## config.mk

```make
export PLATFORM = sky130hd
export DESIGN_NAME = ltl_logger
export DESIGN_NICKNAME = d
export VERILOG_FILES = /design/src/rtl/ltl_pkg.sv /design/src/rtl/ltl_flash_mem.sv /design/src/rtl/ltl_logger.sv
export SDC_FILE = /design/constraint.sdc
export NUM_CORES = 2
export LEC_CHECK = 0
export CELL_PAD_IN_SITES_DETAIL_PLACEMENT = 0
export CELL_PAD_IN_SITES_GLOBAL_PLACEMENT = 1
export CORE_MARGIN = 2
export CORE_UTILIZATION = 45
export CTS_CLUSTER_SIZE = 10
export DETAILED_ROUTE_END_ITERATION = 10
export DONT_BUFFER_PORTS = 1
export GPL_ROUTABILITY_DRIVEN = 0
export PLACE_DENSITY = 0.7
export SLEW_MARGIN = 15
export SYNTH_ARGS = -nofsm -noshare
export SYNTH_HDL_FRONTEND = slang
export SYNTH_SLANG_ARGS = --single-unit
```

## constraint.sdc

```tcl
create_clock -name clk_i -period 10.75 [get_ports clk_i]
set_input_delay 1.6125 -clock clk_i [delete_from_list [all_inputs] [get_ports clk_i]]
set_output_delay 1.6125 -clock clk_i [all_outputs]
set_load 0.05 [all_outputs]
```

## src/rtl/ltl_pkg.sv

```systemverilog
// Behaviour
// - logging idle until enable subcommand received
// - logging needs enable and nonzero interval
// - trigger only beyond stored extreme plus resolution
// - window of interval seconds, write at end
// - extremes inside open window join its write
// - next window opens on first later extreme
// - ram extremes follow every new extreme while logging is active
// - flash write copies entire ram table
// - host flash writes apply after next reset
// - unsealed host accesses data subclass fifty-nine
// - sealed host selects block four for access
// - sealed access limited to first 32 bytes
// - resolutions and interval writable only unsealed
package ltl_pkg;

  // ---------------------------------------------------------------
  // register byte offsets
  // ---------------------------------------------------------------
  localparam logic [7:0] LTL_OFF_CMD      = 8'h00;
  localparam logic [7:0] LTL_OFF_STATUS   = 8'h04;
  localparam logic [7:0] LTL_OFF_INTERVAL = 8'h08;
  localparam logic [7:0] LTL_OFF_RES_VOLT = 8'h0c;
  localparam logic [7:0] LTL_OFF_RES_CURR = 8'h10;
  localparam logic [7:0] LTL_OFF_RES_TEMP = 8'h14;
  localparam logic [7:0] LTL_OFF_SUBCLASS = 8'h18;
  localparam logic [7:0] LTL_OFF_BLKSEL   = 8'h1c;
  localparam logic [7:0] LTL_OFF_INDEX    = 8'h20;
  localparam logic [7:0] LTL_OFF_DATA     = 8'h24;
  localparam logic [7:0] LTL_OFF_RAM0     = 8'h40;

  // ---------------------------------------------------------------
  // status bit positions
  // ---------------------------------------------------------------
  localparam int LTL_ST_LEARN_B  = 0;
  localparam int LTL_ST_ACTIVE_B = 1;
  localparam int LTL_ST_WIN_B    = 2;
  localparam int LTL_ST_BUSY_B   = 3;
  localparam int LTL_ST_SEALED_B = 4;
  localparam int LTL_ST_LEFT_LSB = 16;

  // ---------------------------------------------------------------
  // commands, subclasses, access limits
  // ---------------------------------------------------------------
  localparam logic [15:0] LTL_CMD_LEARN_EN    = 16'h0021;
  localparam logic [7:0]  LTL_SUBCLASS_DATA   = 8'h3b;
  localparam logic [7:0]  LTL_SUBCLASS_RES    = 8'h42;
  localparam logic [7:0]  LTL_SEALED_BLOCK    = 8'h04;
  localparam int          LTL_SEALED_BYTES    = 32;
  localparam logic [4:0]  LTL_SEALED_ENTRIES  = 5'(LTL_SEALED_BYTES / 2);

  // ---------------------------------------------------------------
  // table geometry
  // ---------------------------------------------------------------
  localparam int          LTL_N_PARAM  = 3;
  localparam int          LTL_TBL_N    = 2 * LTL_N_PARAM;
  localparam logic [2:0]  LTL_TBL_LAST = 3'(LTL_TBL_N - 1);
  localparam logic [2:0]  LTL_LOAD_END = 3'(LTL_TBL_N);
  localparam int          LTL_MEM_AW   = 5;
  localparam int          LTL_MEM_DEPTH = 32;

  // ---------------------------------------------------------------
  // reset values
  // ---------------------------------------------------------------
  localparam logic [15:0] LTL_RST_INTERVAL = 16'h0000;
  localparam logic [15:0] LTL_RST_RES      = 16'h0000;
  localparam logic [7:0]  LTL_RST_SUBCLASS = 8'h00;
  localparam logic [7:0]  LTL_RST_BLKSEL   = 8'h00;

  // ---------------------------------------------------------------
  // timing
  // ---------------------------------------------------------------
  localparam int LTL_TICK_S         = 1;
  localparam int LTL_CLK_HZ         = 40_000_000;
  localparam int LTL_CYCLES_PER_SEC = LTL_TICK_S * LTL_CLK_HZ;

  typedef enum logic [2:0] {
    LTL_S_LOAD = 3'b001,
    LTL_S_IDLE = 3'b010,
    LTL_S_COPY = 3'b100
  } ltl_state_t;

endpackage

```

## src/rtl/ltl_flash_mem.sv

```systemverilog
`timescale 1ns/1ps
`default_nettype none
module ltl_flash_mem
  import ltl_pkg::*;
(
  input  wire logic                  clk_i,
  input  wire logic                  rst_i,
  input  wire logic                  ce_i,
  input  wire logic                  we_i,
  input  wire logic [LTL_MEM_AW-1:0] addr_i,
  input  wire logic [15:0]           wdata_i,
  output logic      [15:0]           rdata_o
);

  typedef struct packed {
    logic [15:0] rdata;
  } ltl_mem_state_t;

  ltl_mem_state_t s_reg;
  ltl_mem_state_t s_next;
  logic [15:0]    mem [LTL_MEM_DEPTH] = '{default: 16'h0000};

  // ---------------------------------------------------------------
  // nonvolatile array, blank at power up
  // ---------------------------------------------------------------
  always_ff @(posedge clk_i) begin
    if (ce_i && we_i) begin
      mem[addr_i] <= wdata_i;
    end
  end

  // ---------------------------------------------------------------
  // registered read, write first
  // ---------------------------------------------------------------
  always_comb begin
    s_next = s_reg;
    s_next.rdata = we_i ? wdata_i : mem[addr_i];
  end

  always_ff @(posedge clk_i) begin
    if (rst_i) begin
      s_reg <= '0;
    end else if (ce_i) begin
      s_reg <= s_next;
    end
  end

  assign rdata_o = s_reg.rdata;

endmodule
`default_nettype wire

```

## src/rtl/ltl_logger.sv

```systemverilog
`timescale 1ns/1ps
`default_nettype none
module ltl_logger
  import ltl_pkg::*;
#(
  parameter int unsigned CYC_PER_SEC = LTL_CYCLES_PER_SEC
)(
  input  wire logic        clk_i,
  input  wire logic        rst_i,
  input  wire logic        ce_i,
  input  wire logic        hsel_i,
  input  wire logic [31:0] haddr_i,
  input  wire logic [1:0]  htrans_i,
  input  wire logic        hwrite_i,
  input  wire logic [2:0]  hsize_i,
  input  wire logic [31:0] hwdata_i,
  input  wire logic        hready_i,
  output logic      [31:0] hrdata_o,
  output logic             hreadyout_o,
  output logic             hresp_o,
  input  wire logic        sealed_i,
  input  wire logic        meas_valid_i,
  input  wire logic [15:0] meas_volt_i,
  input  wire logic [15:0] meas_curr_i,
  input  wire logic [15:0] meas_temp_i
);

  typedef struct packed {
    ltl_state_t                          state;
    logic [2:0]                          cnt;
    logic                                prev_idle;
    logic                                learn_en;
    logic [15:0]                         interval;
    logic [LTL_N_PARAM-1:0][15:0]        res;
    logic [7:0]                          subclass;
    logic [7:0]                          blksel;
    logic [LTL_MEM_AW-1:0]               index;
    logic [LTL_TBL_N-1:0][15:0]          ram;
    logic [LTL_TBL_N-1:0][15:0]          df;
    logic                                win_open;
    logic [31:0]                         sec_cnt;
    logic [15:0]                         sec_left;
    logic                                pend;
    logic                                pend_wr;
    logic [7:0]                          pend_addr;
    logic [31:0]                         hrdata;
    logic                                hready;
    logic                                hresp;
  } ltl_state_s_t;

  ltl_state_s_t                 s_reg;
  ltl_state_s_t                 s_next;
  logic                         mem_we;
  logic [LTL_MEM_AW-1:0]        mem_addr;
  logic [15:0]                  mem_wdata;
  logic [15:0]                  mem_rdata;
  logic [LTL_N_PARAM-1:0][15:0] meas;
  logic                         active;
  logic                         qual;
  logic                         data_ok;
  logic                         res_ok;
  logic                         mem_free;
  logic [7:0]                   ram_sel;
  logic [31:0]                  rd_val;

  function automatic logic signed [17:0] sx(input logic [15:0] v);
    sx = $signed({v[15], v[15], v});
  endfunction

  function automatic logic signed [17:0] zx(input logic [15:0] v);
    zx = $signed({2'b00, v});
  endfunction

  assign meas = {meas_temp_i, meas_curr_i, meas_volt_i};

  // ---------------------------------------------------------------
  // flash array
  // ---------------------------------------------------------------
  ltl_flash_mem u_mem (
    .clk_i   (clk_i),
    .rst_i   (rst_i),
    .ce_i    (ce_i),
    .we_i    (mem_we),
    .addr_i  (mem_addr),
    .wdata_i (mem_wdata),
    .rdata_o (mem_rdata)
  );

  // ---------------------------------------------------------------
  // next state
  // ---------------------------------------------------------------
  always_comb begin
    s_next    = s_reg;
    mem_we    = 1'b0;
    mem_addr  = s_reg.index;
    mem_wdata = hwdata_i[15:0];
    qual      = 1'b0;
    rd_val    = 32'h0000_0000;
    active    = s_reg.learn_en && (s_reg.interval != 16'h0000);
    mem_free  = (s_reg.state == LTL_S_IDLE) && s_reg.prev_idle;
    ram_sel   = s_reg.pend_addr - LTL_OFF_RAM0;
    if (sealed_i) begin
      data_ok = (s_reg.blksel == LTL_SEALED_BLOCK) &&
                (s_reg.index < LTL_SEALED_ENTRIES);
    end else begin
      data_ok = (s_reg.subclass == LTL_SUBCLASS_DATA);
    end
    res_ok = !sealed_i && (s_reg.subclass == LTL_SUBCLASS_RES);

    s_next.prev_idle = (s_reg.state == LTL_S_IDLE);

    // -------------------------------------------------------------
    // table load and flash copy
    // -------------------------------------------------------------
    unique case (s_reg.state)
      LTL_S_LOAD: begin
        mem_addr = {2'b00, s_reg.cnt};
        if (s_reg.cnt != 3'd0) begin
          s_next.ram[s_reg.cnt - 3'd1] = mem_rdata;
          s_next.df[s_reg.cnt - 3'd1]  = mem_rdata;
        end
        if (s_reg.cnt == LTL_LOAD_END) begin
          s_next.state = LTL_S_IDLE;
          s_next.cnt   = 3'd0;
        end else begin
          s_next.cnt = s_reg.cnt + 3'd1;
        end
      end
      LTL_S_IDLE: begin
      end
      LTL_S_COPY: begin
        mem_we    = 1'b1;
        mem_addr  = {2'b00, s_reg.cnt};
        mem_wdata = s_reg.ram[s_reg.cnt];
        s_next.df[s_reg.cnt] = s_reg.ram[s_reg.cnt];
        if (s_reg.cnt == LTL_TBL_LAST) begin
          s_next.state = LTL_S_IDLE;
          s_next.cnt   = 3'd0;
        end else begin
          s_next.cnt = s_reg.cnt + 3'd1;
        end
      end
    endcase

    // -------------------------------------------------------------
    // extreme tracking
    // -------------------------------------------------------------
    if (meas_valid_i && active && (s_reg.state != LTL_S_LOAD)) begin
      for (int p = 0; p < LTL_N_PARAM; p++) begin
        if (sx(meas[p]) > sx(s_reg.ram[2*p])) begin
          s_next.ram[2*p] = meas[p];
        end
        if (sx(meas[p]) < sx(s_reg.ram[2*p+1])) begin
          s_next.ram[2*p+1] = meas[p];
        end
        if ((sx(meas[p]) > sx(s_reg.df[2*p]) + zx(s_reg.res[p])) ||
            (sx(meas[p]) < sx(s_reg.df[2*p+1]) - zx(s_reg.res[p]))) begin
          qual = 1'b1;
        end
      end
    end

    // -------------------------------------------------------------
    // update window
    // -------------------------------------------------------------
    if (s_reg.win_open) begin
      if (s_reg.sec_cnt == 32'(CYC_PER_SEC - 1)) begin
        s_next.sec_cnt = 32'h0000_0000;
        if (s_reg.sec_left <= 16'h0001) begin
          s_next.win_open = 1'b0;
          s_next.state    = LTL_S_COPY;
          s_next.cnt      = 3'd0;
          s_next.sec_left = 16'h0000;
        end else begin
          s_next.sec_left = s_reg.sec_left - 16'h0001;
        end
      end else begin
        s_next.sec_cnt = s_reg.sec_cnt + 32'h0000_0001;
      end
    end else if (qual) begin
      s_next.win_open = 1'b1;
      s_next.sec_left = s_reg.interval;
      s_next.sec_cnt  = 32'h0000_0000;
    end

    // -------------------------------------------------------------
    // read mux
    // -------------------------------------------------------------
    case (s_reg.pend_addr)
      LTL_OFF_STATUS: begin
        rd_val[LTL_ST_LEARN_B]  = s_reg.learn_en;
        rd_val[LTL_ST_ACTIVE_B] = active;
        rd_val[LTL_ST_WIN_B]    = s_reg.win_open;
        rd_val[LTL_ST_BUSY_B]   = (s_reg.state != LTL_S_IDLE);
        rd_val[LTL_ST_SEALED_B] = sealed_i;
        rd_val[LTL_ST_LEFT_LSB +: 16] = s_reg.sec_left;
      end
      LTL_OFF_CMD:      rd_val       = 32'h0000_0000;
      LTL_OFF_INTERVAL: rd_val[15:0] = s_reg.interval;
      LTL_OFF_RES_VOLT: rd_val[15:0] = s_reg.res[0];
      LTL_OFF_RES_CURR: rd_val[15:0] = s_reg.res[1];
      LTL_OFF_RES_TEMP: rd_val[15:0] = s_reg.res[2];
      LTL_OFF_SUBCLASS: rd_val[7:0]  = s_reg.subclass;
      LTL_OFF_BLKSEL:   rd_val[7:0]  = s_reg.blksel;
      LTL_OFF_INDEX:    rd_val[LTL_MEM_AW-1:0] = s_reg.index;
      LTL_OFF_DATA: begin
        if (data_ok) begin
          rd_val[15:0] = mem_rdata;
        end
      end
      default: begin
        if (ram_sel < 8'(4 * LTL_TBL_N)) begin
          rd_val[15:0] = s_reg.ram[ram_sel[4:2]];
        end
      end
    endcase

    // -------------------------------------------------------------
    // ahb-lite slave
    // -------------------------------------------------------------
    s_next.hresp = 1'b0;
    if (s_reg.pend) begin
      if (mem_free) begin
        s_next.pend   = 1'b0;
        s_next.hready = 1'b1;
        if (!s_reg.pend_wr) begin
          s_next.hrdata = rd_val;
        end else begin
          case (s_reg.pend_addr)
            LTL_OFF_CMD: begin
              if (hwdata_i[15:0] == LTL_CMD_LEARN_EN) begin
                s_next.learn_en = 1'b1;
              end
            end
            LTL_OFF_INTERVAL: begin
              if (res_ok) begin
                s_next.interval = hwdata_i[15:0];
              end
            end
            LTL_OFF_RES_VOLT: begin
              if (res_ok) begin
                s_next.res[0] = hwdata_i[15:0];
              end
            end
            LTL_OFF_RES_CURR: begin
              if (res_ok) begin
                s_next.res[1] = hwdata_i[15:0];
              end
            end
            LTL_OFF_RES_TEMP: begin
              if (res_ok) begin
                s_next.res[2] = hwdata_i[15:0];
              end
            end
            LTL_OFF_SUBCLASS: s_next.subclass = hwdata_i[7:0];
            LTL_OFF_BLKSEL:   s_next.blksel   = hwdata_i[7:0];
            LTL_OFF_INDEX:    s_next.index    = hwdata_i[LTL_MEM_AW-1:0];
            LTL_OFF_DATA: begin
              // only the array changes; shadow and ram keep old values
              if (data_ok) begin
                mem_we = 1'b1;
              end
            end
            default: begin
            end
          endcase
        end
      end
    end else if (hsel_i && htrans_i[1] && hready_i) begin
      s_next.pend      = 1'b1;
      s_next.pend_wr   = hwrite_i;
      s_next.pend_addr = {haddr_i[7:2], 2'b00};
      s_next.hready    = 1'b0;
    end
  end

  // ---------------------------------------------------------------
  // state register
  // ---------------------------------------------------------------
  always_ff @(posedge clk_i) begin
    if (rst_i) begin
      s_reg           <= '0;
      s_reg.state     <= LTL_S_LOAD;
      s_reg.cnt       <= 3'd0;
      s_reg.learn_en  <= 1'b0;
      s_reg.win_open  <= 1'b0;
      s_reg.pend      <= 1'b0;
      s_reg.interval  <= LTL_RST_INTERVAL;
      s_reg.res       <= {LTL_N_PARAM{LTL_RST_RES}};
      s_reg.subclass  <= LTL_RST_SUBCLASS;
      s_reg.blksel    <= LTL_RST_BLKSEL;
      s_reg.hready    <= 1'b1;
    end else if (ce_i) begin
      s_reg <= s_next;
    end
  end

  assign hrdata_o    = s_reg.hrdata;
  assign hreadyout_o = s_reg.hready;
  assign hresp_o     = s_reg.hresp;

endmodule
`default_nettype wire

```

==> Word level (Yosys, flattened, before mapping) <==
Memories as Yosys holds them, arrays and structs flattened. A register that Yosys moved wholly into a read port is not among the register bits.
Index checks and enable logic that the tools add are counted.
{ "totals": {"input_bits": 125, "output_inout_bits": 34, "regBits": 375, "wordCells": 190, "memories": 1, "ram_bits": 512} }
{ "memory_table": {"columns": ["memory", "words", "width", "read_ports", "rd_ports_with_merged_regs", "write_ports", "line", "source"], "rows": [
  ["u_mem.mem", 32, 16, 1, 1, 1, "ltl_flash_mem.sv:21", "logic [15:0] mem [LTL_MEM_DEPTH] = '{default: 16'h0000};"]
]} }
{ "classes": {"n_eq_ne": 24, "mux": 63, "n_reduce_logical": 38, "n_bitwise": 2, "n_lt_le_gt_ge": 20, "add_sub_neg": 11} }
{ "op_table": {"columns": ["operator", "count"], "rows": [
  ["$bwmux 96", 3],
  ["$mux 16", 16],
  ["$mux 192", 1],
  ["$mux 96", 2],
  ["$pmux 96 s2", 1],
  ["$mux 49", 2],
  ["$bmux 16 s3", 2],
  ["$demux 16 s3", 2],
  ["$add 16x17->18", 3],
  ["$gt 16x18->1", 3],
  ["$lt 16x18->1", 3],
  ["$sub 16x17->18", 3],
  ["$pmux 5 s10", 1],
  ["$gt 16x16->1", 3],
  ["$lt 16x16->1", 3],
  ["$pmux 8 s6", 1],
  ["$add 32x1->32 const B", 1],
  ["$eq 32x26->1 const B", 1],
  ["$mux 32", 1],
  ["$reduce_and 6->1", 5],
  ["$eq 6x3->1 const B", 4],
  ["$pmux 3 s8", 1],
  ["$mux 1", 20],
  ["$mux 6", 3],
  ["other kinds (42)", 73]
]} }

==> Depth between registers and ports, before layout <==
{ "depth": {"ltp_word": 11, "mapped_depth": 24} }

==> Cells and area by module <==
A second synthesis with hierarchy kept.
{ "hier_totals": {"hier_cells": 4448, "area_unflattened_um2": 48003.5} }
{ "by_module_without_submodules": {"columns": ["module", "seq_area_each_um2", "area_each_um2", "cells_each", "instances"], "rows": [
  ["ltl_logger", 7507.2, 27385.0, 3408, 1],
  ["ltl_flash_mem", 15695.1, 20618.5, 1040, 1]
]} }

==> Least setup slack after synthesis <==
OpenSTA, ideal clock, no wires.
{ "synth_path": {"path_kind": "reg-to-reg", "startpoint": "reg s_reg[322] (netlist name)", "endpoint": "reg s_reg[55] (netlist name)", "path_buffers": 1, "slack_ns": 5.703, "stages_incl_launch_ff": 23, "t_arrival_ns": 4.915, "required_ns": 10.618, "path_cell_list": "dfxtp_1 > ha_1 > fa_1 > a21o_1 > a21oi_1 > o21a_1 > nor3_1 > a41o_1 > o41ai_1 > o2111ai_1 > a21oi_1 > xor2_1 > ha_1 > a21oi_1 > nor2b_1 > a311oi_1 > o211ai_1 > xnor2_1 > a2111oi_2 > a21boi_1 > clkbuf_1 > a221oi_1 > nor3_1"} }
{ "synth_via": {"elab_chain_len": 8, "word_cells_on_any_way": 10} }
{ "synth_rtl": {"columns": ["item", "line", "source"], "rows": [
  ["from (decl)", "ltl_logger.sv:51", "ltl_state_s_t s_reg;"],
  ["from (signal assigned)", "ltl_logger.sv:294", "s_reg <= s_next;"],
  ["$add 16x17->18 or $sub 16x17->18 (tied branches)", "ltl_logger.sv:156, ltl_logger.sv:157", null],
  ["$gt 16x18->1 or $lt 16x18->1 (tied branches)", "ltl_logger.sv:156, ltl_logger.sv:157", null],
  ["$logic_or 1x1->1 (*)", "ltl_logger.sv:156", "if ((sx(meas[p]) > sx(s_reg.df[2*p]) + zx(s_reg.res[p])) ||"],
  ["$mux 1 (*) (2 in series)", "ltl_logger.sv:156", null],
  ["$mux 1 (*)", "ltl_logger.sv:148", "if (meas_valid_i && active && (s_reg.state != LTL_S_LOAD)) begin"],
  ["$reduce_bool 2->1 (no source line) (*)", null, null],
  ["$reduce_and 3->1 (no source line) (*)", null, null]
]} }
Every way passes the cells marked *; elsewhere a longest branch is shown, timed or not.
A chain may end at the register's enable or synchronous reset.

==> Worst setup path after layout <==
{ "layout_path": {"startpoint": "reg s_reg[322] (netlist name)", "endpoint": "reg s_reg[82] (netlist name)"} }
{ "layout_via": {"elab_chain_len": 8, "word_cells_on_any_way": 10} }
{ "layout_rtl": {"columns": ["item", "line"], "rows": [
  ["$add 16x17->18 or $sub 16x17->18 (tied branches)", "ltl_logger.sv:156, ltl_logger.sv:157"],
  ["$gt 16x18->1 or $lt 16x18->1 (tied branches)", "ltl_logger.sv:156, ltl_logger.sv:157"],
  ["$logic_or 1x1->1 (*)", "ltl_logger.sv:156"],
  ["$mux 1 (*) (2 in series)", "ltl_logger.sv:156"],
  ["$mux 1 (*)", "ltl_logger.sv:148"],
  ["$reduce_bool 2->1 (no source line) (*)", null],
  ["$reduce_and 2->1 (no source line) (*)", null]
]} }
Marks and branches as above.

==> metrics.md <==
| Metric | Value |
|---|---|
| CTS tree | `done` |
| Grt ovf | `0` |
| Startpoint Class | `flop` |
| Gr usage total | `0.2982` |
| # rows | `119` |
| Worst setup path end | `s_reg[82]` |
| Horiz. Die Dim | `330.4 um` |
| Top cells by count, synth | `edfxtp_1, nor2_1, dfxtp_1` |
| Setup_tns | `0 ns` |
| Routed WL per cell | `28.36 um` |
| IO buf count | `0` |
| Multiplexer share of the synthesized area | `0.08336` |
| Initial core utilization | `0.4543` |
| Pwr Density | `about 150 mW/mm^2` |
| Final core utilization | `0.4974` |
| Final Cell Area | `between 0.05 and 0.06 mm^2` |
| # setup viols final | `0` |
| Synth warn | `0` |
| Via density | `6.306` |
| Fin crit share | `0.5970` |
| Worst Hold Class | `reg2reg` |
| Crit path capture type | `flop` |
| Seq cells post-synth | `903` |
| Initial antenna violation count | `6` |
| Actual slew at the worst max-slew pin | `1.341 ns` |
| Post-synth EDFFs | `512` |
| Top cell type's share of synthesized area | `0.3206` |
| Netlist Area Pre-Place | `0.04795 mm^2` |
| CP arrival | `approximately 7 ns` |
| Fin Clk Skew | `0.05477 ns` |
| Sequential-to-total area share from yosys stat | `0.4838` |
| Fraction of the mapped netlist area in simple logic gates | `0.1180` |
| Vias in the first global route | `~34000` |
| Largest family of logic cells by synthesized area | `compound AO/OA/AOI/OAI gates` |
| Tmin final | `approximately 6.4 ns` |
| R2r setup slk | `4.33 ns` |
| Netlist cell types | `81` |
| Cell taking the most area after synthesis | `edfxtp_1` |
| Crit. Startpoint | `s_reg[322]` |
| Post-Syn Nets | `between 4000 and 5000` |
| Syn avg cell area | `10.78 um^2` |
| Clk sink count | `between 900 and 1000` |
| Iter 0 DRT Violations | `about 4000` |
| DP Area | `0.04941 mm^2` |
| Later-pin clock latency in the skew report | `0.75 ns` |
| Final hold vios | `0` |
| Fmax | `155.8 MHz` |
| First-pass GRT wire length | `around 240 mm` |
| Reg2reg start | `s_reg[322]` |
| MaxCap Viol Count | `0` |
| Area delta synth->final | `9.505%` |
| Status | `completed` |
| Rel. slew slack | `0.1062` |
| Post-Synth Adder-Cell Area | `0.08287` |
| Fin. max-slew vios | `0` |
| Largest net degree at the start of global routing | `roughly 350` |
| Die Ht | `approximately 330 um` |
| HPWL after DPL | `about 110 mm` |
| Clock-pin transition on the worst setup and hold timing paths | `approximately 0.060 ns` |
| RSZ-0062 raised after global routing | `no` |
| Peak VDD IR | `between 0.15 and 0.2 mV` |
| Post-synth ARST share | `0` |
| CTS Hold Bufs | `0` |
| Post-CTS Setup Inserts | `0` |
| CTS buffer count | `104` |
| Critical Path RT | `11.36 ns` |
| Top post-synthesis cells by area | `edfxtp_1, dfxtp_1, ha_1` |
| Post-route insts no fill | `just under 6000` |
| Core area | `0.1056 mm^2` |
| Mapped Cells | `around 4400` |
| RR Endpoint | `s_reg[82]` |
| CP max FO | `32` |
| Share of cells above drive strength 1 | `0.1088` |
| Ys flop type | `edfxtp_1` |
| Via Count | `~37000` |
| Most common cell in the synthesized netlist | `edfxtp_1` |
| Drt total wl | `~170 mm` |
| P_leak | `between 15 and 20 nW` |
| XOR/XNOR Fraction of Synth Area | `0.01717` |
| Bufs on Longest Clock Path | `3` |
| Fin nets | `4816` |
| Post-route antenna net violation count | `0` |
| IO Count | `between 150 and 200` |
| Max reg flops | `between 500 and 600` |
| Placed insts | `between 5000 and 6000` |
| Detailed Routing Iterations Pass 1 | `6` |
| DRC viols | `0` |
| Cells on worst reg2reg path | `21` |
| Clk root buf | `clkbuf_16` |
| Die area | `between 0.1 and 0.15 mm^2` |
| Post-CTS Resized | `0` |
| Crit path kind | `reg2reg` |
| H-tree depth | `3` |
| Synth Area in Compound Gates | `0.1673` |
==> cell type report <==
class                      count  area, um^2
fill                        9509       53050
clock buffer                 148        2828
tap                         1391        1740
timing repair buffer         122       935.9
multi-input combinational   2998       22620
sequential                   903       23200
clock inverter                12       246.5
antenna                        2       5.005
inverter                     248       930.9
==> report_power, final <==
| part | total (mW) | internal (mW) | switching, mW |
|---|---|---|---|
| sequential | 3.74 | 3.69 | 0.0510 |
| combinational | 0.942 | 0.384 | 0.558 |
| clock | 3.29 | 1.85 | 1.44 |
| total | 7.97 | 5.92 | 2.05 |
==> metal layers <==
layer  routed length [um]  vias up  share of wire  GRT usage
met1                66850    18105           0.40     0.3847
met5                   44        -        0.00027          0
li1                     -    16762              -          -
met3                11640      371          0.070    0.05935
met4                 9417        6          0.057     0.1489
met2                77240     1482           0.47     0.4795
==> worst max-delay path, stage by stage, from the launching register on <==
cell and delay, ns:
dfxtp_1 0.39, ha_1 0.27, fa_1 0.42, a21o_1 0.20, a21oi_1 0.29, o21a_1 0.15, nor3_1 0.07, a41o_1 0.26
o41ai_1 0.60, o2111ai_1 0.23, a21oi_1 0.21, xor2_1 0.18, ha_1 0.28, a21oi_1 0.15, nor2b_1 0.07, a311oi_1 0.25
o211ai_1 0.14, xnor2_1 0.19, a2111oi_2 0.70, a21o_1 0.87, o21ai_0 0.23, a21oi_1 0.15
==> metrics by stage <==
stage / power [mW] / worst slack (ns) / hold slack, ns
2_1_floorplan: 4.494 / 5.703 / 0.4323
3_3_place_gp: 4.727 / 4.389 / 0.4712
3_5_place_dp: 4.735 / 4.428 / 0.4730
4_1_cts: 8.006 / 4.348 / 0.4846
5_1_grt: 8.252 / 3.730 / 0.4997
6_report: 7.967 / 4.332 / 0.4826
==> cell families after synthesis <==
group	after synthesis
AOI/OAI and AO/OA	1158
muxes	211
buffers and inverters	547
DFF	903
adders and majority gates	314
other	1
and+or+nand+nor	1220
xor gates and xnor gates	94
==> cells in the final DEF (no fill, tap or decap), types with 12 or more instances in the layout <==
cell type,Yosys,final
and3_1,31,31
a31oi_1,38,36
nor4_1,30,30
inv_1,245,244
a211oi_1,171,168
buf_4,40,120
nor2_1,398,394
a311oi_1,22,22
a22o_1,12,12
o22ai_1,70,70
and4_1,16,16
o21a_1,17,17
a22oi_1,189,189
o21ai_0,106,106
clkbuf_1,220,38
clkbuf_16,0,104
ha_1,308,308
o211ai_1,15,15
xor2_1,47,47
o41ai_1,12,12
o21bai_1,12,12
edfxtp_1,512,512
nand2b_1,29,29
nand2_1,324,324
a221oi_1,27,27
mux2i_1,56,56
nand4_1,50,50
mux4_2,150,150
o221a_2,35,35
o311ai_0,15,15
dfxtp_1,391,389
or3_1,21,21
nand3_1,110,110
nor3_1,118,110
o22a_1,17,17
nor2b_1,39,39
xnor2_1,47,47
a21o_1,70,67
a21oi_1,258,257
==> how the worst min path moves through the flow <==
| stage | startpoint | end | slack [ns] | depth (start not counted) |
|---|---|---|---|---|
| finish | u_mem.rdata_o[14] | u_mem.rdata_o[14] | 0.48 | 2 |
| CTS | u_mem.rdata_o[8] | u_mem.rdata_o[8] | 0.48 | 2 |
| floorplan | hrdata_o[17] | hrdata_o[17] | 0.43 | 2 |
| detailed placement | u_mem.rdata_o[8] | u_mem.rdata_o[8] | 0.47 | 2 |
| global placement | u_mem.rdata_o[10] | u_mem.rdata_o[10] | 0.47 | 1 |
| global route | u_mem.rdata_o[8] | u_mem.rdata_o[8] | 0.50 | 2 |
No activity file was read; power rests on OpenSTA's default activity.
